**config.mk**
```make
export PLATFORM = sky130hd
export DESIGN_NAME = pxs_setup_regs
export DESIGN_NICKNAME = d
export VERILOG_FILES = /design/src/pkg/pxs_pkg.sv /design/src/rtl/pxs_sync2.sv /design/src/rtl/pxs_setup_regs.sv
export SDC_FILE = /design/constraint.sdc
export NUM_CORES = 1
export LEC_CHECK = 0
export ABC_AREA = 1
export CAP_MARGIN = 30
export CORE_ASPECT_RATIO = 0.7
export CORE_MARGIN = 5
export CORE_UTILIZATION = 50
export DETAILED_ROUTE_END_ITERATION = 12
export DONT_BUFFER_PORTS = 1
export PLACE_DENSITY = 0.67
export SYNTH_ARGS = -nofsm -noshare
export SYNTH_HDL_FRONTEND = slang
export SYNTH_HIERARCHICAL = 1
export SYNTH_SLANG_ARGS = --single-unit
```
**constraint.sdc**
```tcl
create_clock -name sys_clk_i -period 1.3 [get_ports sys_clk_i]
set_input_delay 0.39 -clock sys_clk_i [delete_from_list [all_inputs] [get_ports sys_clk_i]]
set_output_delay 0.39 -clock sys_clk_i [all_outputs]
set_load 0.02 [all_outputs]
```
**src/pkg/pxs_pkg.sv**
```systemverilog
// constants for the port extended setup register pair
// assumes a config-state index/data port driven by host decode logic
// How it works
// index 04h reaches extended setup, resets 00h
// index 05h reaches floppy setup, resets 00h
// bits 1:0 pick parallel mode when ungated
// ecp+epp mode allows epp via ecr 100
// ecp modes enter spp via ecr 000
// bits 3:2 pick parallel floppy variant
// ecp modes support two drives directly
// bit 4 sets port one prescaler 13/12
// bit 5 sets port two prescaler 13/12
// midi gives 24mhz/12/16 = 125khz
// bit 6 picks epp 1.9 or 1.7
// reserved bits read zero, not writable
// floppy bit 0 open-drain or push-pull
// floppy bit 1 tri-states floppy outputs
// output bits spare the parallel floppy pins
// floppy bit 2 picks burst or per-byte dma
// force bit holds density pin high
// tri-state floats density pin, ignores force
// force bit defaults to one
package pxs_pkg;
   localparam logic [7:0] PXS_IDX_EXT = 8'h04;
   localparam logic [7:0] PXS_IDX_FLP = 8'h05;
   localparam logic [7:0] PXS_EXT_RST = 8'h00;
   localparam logic [7:0] PXS_FLP_RST = 8'h00;
   localparam logic [7:0] PXS_EXT_WMASK = 8'h7F;
   localparam logic [7:0] PXS_FLP_WMASK = 8'h1F;
   localparam logic PXS_FORCE_RST = 1'b1;
   localparam int PXS_MODE_LSB = 0;
   localparam int PXS_PPFD_LSB = 2;
   localparam int PXS_MIDI1_BIT = 4;
   localparam int PXS_MIDI2_BIT = 5;
   localparam int PXS_EPPT_BIT = 6;
   localparam int PXS_OTYPE_BIT = 0;
   localparam int PXS_OTRI_BIT = 1;
   localparam int PXS_DMA_BIT = 2;
   localparam int PXS_DENS_LSB = 3;
   localparam logic [3:0] PXS_DIV_STD = 4'hD;
   localparam logic [3:0] PXS_DIV_MIDI = 4'hC;
   localparam logic [2:0] PXS_ECR_SPP = 3'h0;
   localparam logic [2:0] PXS_ECR_EPP = 3'h4;
   localparam logic [1:0] PXS_MODE_SPP = 2'h0;
   localparam logic [1:0] PXS_MODE_EPP = 2'h1;
   localparam logic [1:0] PXS_MODE_ECP = 2'h2;
   localparam logic [1:0] PXS_MODE_BOTH = 2'h3;
   localparam logic [2:0] PXS_DRIVES_DIRECT = 3'h2;
   localparam logic [2:0] PXS_DRIVES_MAX = 3'h4;
   typedef enum logic [1:0] {PXS_OP_SPP, PXS_OP_EPP, PXS_OP_ECP} pxs_op_t;
endpackage

```
**src/rtl/pxs_sync2.sv**
```systemverilog
// two-flop synchroniser for one pin level
// assumes the input is asynchronous to sys_clk_i
`timescale 1ns/1ns
module pxs_sync2 (
   input wire logic sys_clk_i,
   input wire logic reset_n_i,
   input wire logic d_i,
   output logic q_o
);
   logic meta_r;
   // first flop only feeds the second
   always_ff @(posedge sys_clk_i) begin
      if (!reset_n_i) begin
         meta_r <= 1'b0;
         q_o <= 1'b0;
      end else begin
         meta_r <= d_i;
         q_o <= meta_r;
      end
   end
endmodule

```
**src/rtl/pxs_setup_regs.sv**
```systemverilog
// extended setup and floppy setup registers with derived controls
// assumes host decode gives config state, index and data strobes on sys_clk_i
`timescale 1ns/1ns
module pxs_setup_regs (
   input wire logic sys_clk_i,
   input wire logic reset_n_i,
   input wire logic cfg_state_i,
   input wire logic [7:0] config_select_index_i,
   input wire logic data_wr_i,
   input wire logic data_rd_i,
   input wire logic [7:0] data_i,
   output logic [7:0] data_o,
   output logic data_hit_o,
   input wire logic mode_gate_i,
   input wire logic force_wr_i,
   input wire logic force_val_i,
   input wire logic ecr_wr_i,
   input wire logic [2:0] ecr_mode_i,
   input wire logic density_fn_i,
   output logic [1:0] pp_op_o,
   output logic [1:0] pp_floppy_o,
   output logic [2:0] pp_drives_o,
   output logic [3:0] uart1_div_o,
   output logic [3:0] uart2_div_o,
   output logic midi1_en_o,
   output logic midi2_en_o,
   output logic epp17_o,
   output logic floppy_ctrl_pushpull_o,
   output logic floppy_ctrl_dma_nonburst_o,
   output logic [1:0] density_select_override_o,
   output logic drive_density_out1_o,
   output logic drive_density_out1_oe_o,
   output logic force_bit_o
);
   logic [7:0] ext_r;
   logic [7:0] flp_r;
   logic force_r;
   logic ecr_spp_r;
   logic ecr_epp_r;
   logic [1:0] pp_op_r;
   logic dens_sync;
   logic [7:0] rd_nxt;
   logic hit_nxt;
   pxs_pkg::pxs_op_t op_nxt;

   // density function is a pin level from the floppy core domain
   pxs_sync2 u_dens_sync (
      .sys_clk_i(sys_clk_i),
      .reset_n_i(reset_n_i),
      .d_i(density_fn_i),
      .q_o(dens_sync)
   );

   // address decode
   wire sel_ext = cfg_state_i && (config_select_index_i == pxs_pkg::PXS_IDX_EXT);
   wire sel_flp = cfg_state_i && (config_select_index_i == pxs_pkg::PXS_IDX_FLP);
   wire [1:0] mode_f = ext_r[pxs_pkg::PXS_MODE_LSB +: 2];
   wire ecp_mode = mode_f[1];
   wire midi1 = ext_r[pxs_pkg::PXS_MIDI1_BIT];
   wire midi2 = ext_r[pxs_pkg::PXS_MIDI2_BIT];
   wire tri_on = flp_r[pxs_pkg::PXS_OTRI_BIT];
   wire ecr_ok = ecr_wr_i && (mode_f == pxs_pkg::PXS_MODE_BOTH);
   // effective parallel operation
   always_comb begin
      op_nxt = pxs_pkg::PXS_OP_SPP;
      if (!mode_gate_i) begin
         unique case (mode_f)
            pxs_pkg::PXS_MODE_SPP: op_nxt = pxs_pkg::PXS_OP_SPP;
            pxs_pkg::PXS_MODE_EPP: op_nxt = pxs_pkg::PXS_OP_EPP;
            pxs_pkg::PXS_MODE_ECP: op_nxt = ecr_spp_r ? pxs_pkg::PXS_OP_SPP : pxs_pkg::PXS_OP_ECP;
            // spp request wins over the epp one in the combined setting
            pxs_pkg::PXS_MODE_BOTH: op_nxt = ecr_spp_r ? pxs_pkg::PXS_OP_SPP
                                    : (ecr_epp_r ? pxs_pkg::PXS_OP_EPP : pxs_pkg::PXS_OP_ECP);
         endcase
      end
   end
   // read mux, reserved bits masked
   always_comb begin
      rd_nxt = 8'h00;
      hit_nxt = 1'b0;
      if (data_rd_i && sel_ext) begin
         rd_nxt = ext_r & pxs_pkg::PXS_EXT_WMASK;
         hit_nxt = 1'b1;
      end else if (data_rd_i && sel_flp) begin
         rd_nxt = flp_r & pxs_pkg::PXS_FLP_WMASK;
         hit_nxt = 1'b1;
      end
   end

   // register writes
   always_ff @(posedge sys_clk_i) begin
      if (!reset_n_i) begin
         ext_r <= pxs_pkg::PXS_EXT_RST;
         flp_r <= pxs_pkg::PXS_FLP_RST;
         force_r <= pxs_pkg::PXS_FORCE_RST;
      end else begin
         if (data_wr_i && sel_ext) ext_r <= data_i & pxs_pkg::PXS_EXT_WMASK;
         if (data_wr_i && sel_flp) flp_r <= data_i & pxs_pkg::PXS_FLP_WMASK;
         if (force_wr_i) force_r <= force_val_i;
      end
   end

   // ecr mode tracking: 000 gives spp in both ecp settings, 100 gives epp in the combined one
   always_ff @(posedge sys_clk_i) begin
      if (!reset_n_i) begin
         ecr_spp_r <= 1'b0;
         ecr_epp_r <= 1'b0;
      end else if (!ecp_mode) begin
         ecr_spp_r <= 1'b0;
         ecr_epp_r <= 1'b0;
      end else if (ecr_wr_i) begin
         ecr_spp_r <= (ecr_mode_i == pxs_pkg::PXS_ECR_SPP);
         ecr_epp_r <= ecr_ok && (ecr_mode_i == pxs_pkg::PXS_ECR_EPP);
      end
   end

   // registered outputs
   always_ff @(posedge sys_clk_i) begin
      if (!reset_n_i) begin
         data_o <= 8'h00;
         data_hit_o <= 1'b0;
         pp_op_r <= 2'h0;
         pp_floppy_o <= 2'h0;
         pp_drives_o <= pxs_pkg::PXS_DRIVES_MAX;
         uart1_div_o <= pxs_pkg::PXS_DIV_STD;
         uart2_div_o <= pxs_pkg::PXS_DIV_STD;
         midi1_en_o <= 1'b0;
         midi2_en_o <= 1'b0;
         epp17_o <= 1'b0;
         floppy_ctrl_pushpull_o <= 1'b0;
         floppy_ctrl_dma_nonburst_o <= 1'b0;
         density_select_override_o <= 2'h0;
         drive_density_out1_o <= 1'b1;
         drive_density_out1_oe_o <= 1'b0;
         force_bit_o <= pxs_pkg::PXS_FORCE_RST;
      end else begin
         data_o <= rd_nxt;
         data_hit_o <= hit_nxt;
         pp_op_r <= 2'(op_nxt);
         // parallel floppy variant takes nothing from the floppy setup bits
         pp_floppy_o <= ext_r[pxs_pkg::PXS_PPFD_LSB +: 2];
         pp_drives_o <= ecp_mode ? pxs_pkg::PXS_DRIVES_DIRECT : pxs_pkg::PXS_DRIVES_MAX;
         uart1_div_o <= midi1 ? pxs_pkg::PXS_DIV_MIDI : pxs_pkg::PXS_DIV_STD;
         uart2_div_o <= midi2 ? pxs_pkg::PXS_DIV_MIDI : pxs_pkg::PXS_DIV_STD;
         midi1_en_o <= midi1;
         midi2_en_o <= midi2;
         epp17_o <= ext_r[pxs_pkg::PXS_EPPT_BIT];
         floppy_ctrl_pushpull_o <= flp_r[pxs_pkg::PXS_OTYPE_BIT];
         floppy_ctrl_dma_nonburst_o <= flp_r[pxs_pkg::PXS_DMA_BIT];
         density_select_override_o <= flp_r[pxs_pkg::PXS_DENS_LSB +: 2];
         // pin level: forced high or normal function
         drive_density_out1_o <= force_r ? 1'b1 : dens_sync;
         // drive only when outputs active; push-pull or open-drain low
         drive_density_out1_oe_o <= !tri_on && (flp_r[pxs_pkg::PXS_OTYPE_BIT]
                                    || !(force_r || dens_sync));
         force_bit_o <= force_r;
      end
   end
   assign pp_op_o = pp_op_r;

   // checks: read path and reserved bits
   chk_ext_reserved_zero: assert property (@(posedge sys_clk_i) disable iff (!reset_n_i)
      data_hit_o |-> !(data_o[7] && $past(sel_ext)))
      else $error("reserved ext bit read one");
   chk_flp_reserved_zero: assert property (@(posedge sys_clk_i) disable iff (!reset_n_i)
      (data_hit_o && $past(sel_flp)) |-> data_o[7:5] == 3'h0)
      else $error("reserved floppy bits read one");
   chk_read_ext_value: assert property (@(posedge sys_clk_i) disable iff (!reset_n_i)
      (data_rd_i && sel_ext) |=> data_hit_o && data_o == $past(ext_r))
      else $error("ext read value wrong");
   chk_read_miss_zero: assert property (@(posedge sys_clk_i) disable iff (!reset_n_i)
      (data_rd_i && !sel_ext && !sel_flp) |=> !data_hit_o && data_o == 8'h00)
      else $error("refused read answered");

   // checks: write decode
   chk_ext_write_index: assert property (@(posedge sys_clk_i) disable iff (!reset_n_i)
      (data_wr_i && !sel_ext) |=> ext_r == $past(ext_r))
      else $error("ext written off index");
   chk_flp_write_index: assert property (@(posedge sys_clk_i) disable iff (!reset_n_i)
      (data_wr_i && sel_flp) |=> flp_r == ($past(data_i) & 8'h1F))
      else $error("floppy write lost");

   // checks: parallel mode selection and ecr overrides
   chk_gate_forces_spp: assert property (@(posedge sys_clk_i) disable iff (!reset_n_i)
      mode_gate_i |=> pp_op_o == 2'(pxs_pkg::PXS_OP_SPP))
      else $error("gated mode not spp");
   chk_mode_epp_code: assert property (@(posedge sys_clk_i) disable iff (!reset_n_i)
      (!mode_gate_i && mode_f == 2'h1) |=> pp_op_o == 2'(pxs_pkg::PXS_OP_EPP))
      else $error("mode code 01 not epp");
   chk_ecr_epp_entry: assert property (@(posedge sys_clk_i) disable iff (!reset_n_i)
      (ecr_ok && ecr_mode_i == 3'h4) ##1 (!mode_gate_i && mode_f == 2'h3) |=> pp_op_o == 2'(pxs_pkg::PXS_OP_EPP))
      else $error("ecr 100 gave no epp");
   chk_ecr_spp_entry: assert property (@(posedge sys_clk_i) disable iff (!reset_n_i)
      (ecr_wr_i && ecp_mode && ecr_mode_i == 3'h0) ##1 (!mode_gate_i && ecp_mode) |=> pp_op_o == 2'(pxs_pkg::PXS_OP_SPP))
      else $error("ecr 000 gave no spp");
   chk_ecp_drives: assert property (@(posedge sys_clk_i) disable iff (!reset_n_i)
      ecp_mode |=> pp_drives_o == 3'h2)
      else $error("ecp drive count wrong");
   chk_non_ecp_drives: assert property (@(posedge sys_clk_i) disable iff (!reset_n_i)
      !ecp_mode |=> pp_drives_o == 3'h4)
      else $error("non-ecp drive count wrong");
   chk_ppfd_sel: assert property (@(posedge sys_clk_i) disable iff (!reset_n_i)
      pp_floppy_o == $past(ext_r[3:2]))
      else $error("floppy variant not tracked");
   chk_ppfd_spared: assert property (@(posedge sys_clk_i) disable iff (!reset_n_i)
      (data_wr_i && sel_flp) |=> ##1 $stable(pp_floppy_o))
      else $error("floppy setup moved parallel floppy");

   // checks: serial prescalers and epp type
   chk_midi1_div: assert property (@(posedge sys_clk_i) disable iff (!reset_n_i)
      midi1 |=> uart1_div_o == 4'hC)
      else $error("port one divisor wrong");
   chk_midi2_div: assert property (@(posedge sys_clk_i) disable iff (!reset_n_i)
      !midi2 |=> uart2_div_o == 4'hD)
      else $error("port two divisor wrong");
   chk_midi_enables: assert property (@(posedge sys_clk_i) disable iff (!reset_n_i)
      midi1_en_o == $past(midi1) && midi2_en_o == $past(midi2))
      else $error("midi enable not tracked");
   chk_epp_type: assert property (@(posedge sys_clk_i) disable iff (!reset_n_i)
      epp17_o == $past(ext_r[6]))
      else $error("epp type not tracked");

   // checks: floppy outputs and density pin
   chk_pushpull_bit: assert property (@(posedge sys_clk_i) disable iff (!reset_n_i)
      floppy_ctrl_pushpull_o == $past(flp_r[0]))
      else $error("output type not tracked");
   chk_open_drain_high: assert property (@(posedge sys_clk_i) disable iff (!reset_n_i)
      (!flp_r[0] && force_r) |=> !drive_density_out1_oe_o)
      else $error("open drain drove a high level");
   chk_active_drives_low: assert property (@(posedge sys_clk_i) disable iff (!reset_n_i)
      (!tri_on && !force_r && !dens_sync) |=> drive_density_out1_oe_o)
      else $error("active output not driving low");
   chk_tri_floats_pin: assert property (@(posedge sys_clk_i) disable iff (!reset_n_i)
      tri_on |=> !drive_density_out1_oe_o)
      else $error("density pin driven in tri-state");
   chk_dma_mode: assert property (@(posedge sys_clk_i) disable iff (!reset_n_i)
      floppy_ctrl_dma_nonburst_o == $past(flp_r[2]))
      else $error("dma mode not tracked");
   chk_force_high: assert property (@(posedge sys_clk_i) disable iff (!reset_n_i)
      force_r |=> drive_density_out1_o)
      else $error("forced density pin low");
   chk_force_follows: assert property (@(posedge sys_clk_i) disable iff (!reset_n_i)
      !force_r |=> drive_density_out1_o == $past(dens_sync))
      else $error("density pin not following function");
   chk_force_bit_write: assert property (@(posedge sys_clk_i) disable iff (!reset_n_i)
      force_wr_i |=> ##1 force_bit_o == $past(force_val_i, 2))
      else $error("force bit write lost");

   // main scenarios
   cov_midi_both: cover property (@(posedge sys_clk_i) midi1_en_o && midi2_en_o);
   cov_epp_via_ecr: cover property (@(posedge sys_clk_i) ecr_epp_r && mode_f == 2'h3);
   cov_spp_via_ecr: cover property (@(posedge sys_clk_i) ecr_spp_r && mode_f == 2'h3);
   cov_tri_state: cover property (@(posedge sys_clk_i) tri_on ##1 !drive_density_out1_oe_o);
   cov_open_drain_low: cover property (@(posedge sys_clk_i) !floppy_ctrl_pushpull_o && drive_density_out1_oe_o);
endmodule

```
==> metrics.md <==
| Metric | Value |
|---|---|
| Run status | `finished clean` |
| Post-synth EDFFs | `0` |
| Global-route wire length before repair | `4800 um` |
| Multiplexer share of the synthesized area | `0` |
| Achievable Freq | `879 MHz` |
| Average via count per standard cell | `4.64` |
| Final weighted congestion in routability-driven placement | `0.815` |
| Signal arrival time at the worst endpoint | `0.75 ns` |
| Number of endpoints with negative hold slack in the final report | `0` |
| Min setup slack post-route | `0.163 ns` |
| PwrDens | `1310 mW/mm^2` |
| Final worst path period share | `0.875` |
| Setup slack, reg-to-reg | `0.40 ns` |
| Number of buffers created by CTS | `5` |
| Type of the worst setup path | `reg -> out` |
| Antenna Cells | `0` |
| Most used cells in the layout excluding fill and tap cells | `53 x sky130_fd_sc_hd__nand2_1, 43 x sky130_fd_sc_hd__dfxtp_1, 36 x sky130_fd_sc_hd__inv_1, 33 x sky130_fd_sc_hd__nor2_1, 10 x sky130_fd_sc_hd__a21oi_1` |
| Fraction of post-synthesis cell area in the top cell type by area | `0.533` |
| H-tree levels | `2` |
| Number of setup violations in the final report | `0` |
| Register bit count reported by yosys | `43` |
| Overall die height | `57.6 um` |
| Wire per inst | `12.1 um` |
| Area fraction in compound gates after synthesis | `0.0495` |
| Combined global-route utilization of all metal layers | `0.140` |
| Max-capacitance violation count | `0` |
| Static leakage | `0.000922 uW` |
| Start point of the critical path | `data_o[0]$_SDFF_PN0_` |
| Reg2Reg Launch Point | `force_r$_SDFFE_PN1P_` |
| RSZ-0062 raised after global routing | `no` |
| Vias in the first global route | `1098` |
| Pre-CTS setup slack | `0.00248 ns` |
| Most common cell after layout, fill and taps aside | `sky130_fd_sc_hd__nand2_1` |
| IO Port Bufs | `0` |
| Peak fanout along the critical path | `1` |
| Proportion of layout cells with a drive suffix above 1 | `0.0849` |
| Dominant synthesized flop cell | `sky130_fd_sc_hd__dfxtp_1` |
| Hold-fix buffers at CTS | `0` |
| Largest net degree at the start of global routing | `28` |
| Remaining design rule violation count | `0` |
| Sum of routed wire length over all layers | `3020 um` |
| Summed negative setup slack over all endpoints | `0 ns` |
| Arithmetic-cell share of the synthesized area counting full adders, half adders and majority gates | `0` |
| Area of the mapped netlist | `0.00162 mm^2` |
| Cells taking the most area after synthesis | `sky130_fd_sc_hd__dfxtp_1 53%, sky130_fd_sc_hd__nand2_1 12%, sky130_fd_sc_hd__inv_1 8.4%` |
| Slew Limit Fails | `0` |
| Detailed Route Iter0 Violations | `54` |
| Layout overhead on the synthesized area | `5.73%` |
| Area of combinational cells with multiple inputs | `557 um^2` |
| Synth warnings | `6` |
| Starting density of the core | `0.517` |
| Cell count along the critical path | `0` |
| Cell type with the highest aggregate area in the netlist | `sky130_fd_sc_hd__dfxtp_1` |
| CP Launch Type | `flop` |
| Detailed placer's ending HPWL | `2290 um` |
| Site Rows | `17` |
| Worst setup path endpoint | `data_o[0]` |
| Core ar. | `0.00313 mm^2` |
| Number of antenna violations at the first check in global routing | `0` |
| Worst Reg2Reg Path Length in Cells | `4` |
| Worst clock skew | `0.00888 ns` |
| TritonCTS clock tree | `built` |
| CTS Root Buffer Type | `sky130_fd_sc_hd__clkbuf_8` |
| Residual antenna-violating net count after detailed routing | `0` |
| Post-Synth XOR/XNOR Area | `0` |
| Combinational family with the most area after synthesis | `simple AND/OR/NAND/NOR gates` |
| Synth Area per Inst | `7.77 um^2` |
| Share of async-settable or async-resettable flops after synthesis | `0` |
| Area fraction in and, or, nand and nor cells after synthesis | `0.276` |
| DR vias | `1160` |
| Fraction of the yosys area taken by sequential cells | `0.533` |
| Worst R2R End | `drive_density_out1_oe_o$_SDFF_PN0_` |
| Fill cell instance count of the final layout | `337` |
| Ports | `63` |
| # clock sinks | `43` |
| Die area | `0.00449 mm^2` |
| Distinct cell type count after synthesis | `21` |
| Maximum vdd drop | `718 uV` |
| Critical path endpoint category | `output port` |
| Global route overflow | `0` |
| Total of cells resized after clock tree synthesis | `0` |
| Clock latency on the worst-skew pair | `0.30 ns` |
| Mapped Cells | `208` |
| Required time at the endpoint of the critical path | `0.91 ns` |
| Die boundary width | `78.0 um` |
| Combined flip-flop and latch cell area | `861 um^2` |
| Longest Clk Path Bufs | `2` |
| Total number of nets in the final design | `240` |
| Detailed Routing Iterations Pass 1 | `4` |
| Post-CTS setup buffer count | `0` |
| Min-delay worst type | `in -> reg` |
| Clock transition at the registers of the reported paths | `0.09 ns` |
| Min Tclk post-route | `1.14 ns` |
## state kept, by name, summed over array words and instances (netlist names), 2 cells and up
signal and count:
data_o 7, ext_r 7, flp_r 5, density_select_override_o 2
pp_drives_o 2, pp_floppy_o 2, pp_op_o 2
## cell usage after synthesis, types with 2 or more instances
library cell               number
sky130_fd_sc_hd__o21ai_0        3
sky130_fd_sc_hd__nand3_2        3
sky130_fd_sc_hd__a21oi_1       10
sky130_fd_sc_hd__buf_4          8
sky130_fd_sc_hd__a211oi_1       2
sky130_fd_sc_hd__nor2_1        33
sky130_fd_sc_hd__conb_1         2
sky130_fd_sc_hd__buf_2          3
sky130_fd_sc_hd__inv_1         36
sky130_fd_sc_hd__dfxtp_1       43
sky130_fd_sc_hd__nand2_1       53
sky130_fd_sc_hd__nand3_1        3
## layout make-up
class	count	share of cell area
clock inverters	3	0.0146
repair buffers	2	0.00878
multi-input cells	123	0.326
clock buffers	5	0.0403
flip-flops and latches	43	0.504
inverters	36	0.0791
well taps	38	0.0278
## kinds of logic after synthesis
group | count (synthesis)
simple gates | 100
buf+inv | 48
flops | 43
compound gates | 15
other cells | 2
## layer usage
metal  global-route usage  routed length [um]
met5                    0                   0
met2                0.202                1260
met1                0.166                1280
met4               0.0458                  39
met3               0.0962                 447
## how the worst min path moves through the flow
stage                                  to                          start  depth (start not counted)
2_1_floorplan  u_dens_sync/q_o$_SDFF_PN0_  u_dens_sync/meta_r$_SDFF_PN0_                          2
3_3_place_gp   u_dens_sync/q_o$_SDFF_PN0_  u_dens_sync/meta_r$_SDFF_PN0_                          2
3_5_place_dp   u_dens_sync/q_o$_SDFF_PN0_  u_dens_sync/meta_r$_SDFF_PN0_                          2
4_1_cts            force_bit_o$_SDFF_PN1_                      reset_n_i                          1
5_1_grt            ecr_epp_r$_SDFFE_PN0P_                       ecr_wr_i                          1
6_report           force_bit_o$_SDFF_PN1_                      reset_n_i                          1
## report_power, final
| part | leakage (uW) | switching (uW) | internal [uW] |
|---|---|---|---|
| Clock | 0.0000443 | 464 | 383 |
| Combinational | 0.000530 | 46.9 | 13.8 |
| Sequential | 0.000348 | 8.72 | 1330 |
| Total | 0.000922 | 520 | 1720 |
## per-stage QoR
step	hold WS (ns)	cell area [um^2]	total power, uW	util	cells
finish	0.176	1710	2240	0.547	250
global route	0.160	1710	2350	0.547	250
CTS	0.161	1710	2280	0.547	250
detailed placement	0.401	1620	1430	0.517	242
global placement	0.390	1620	1420	0.517	242
floorplan	0.386	1640	1450	-	214
Note: power is estimated with default switching activity, not from simulation.
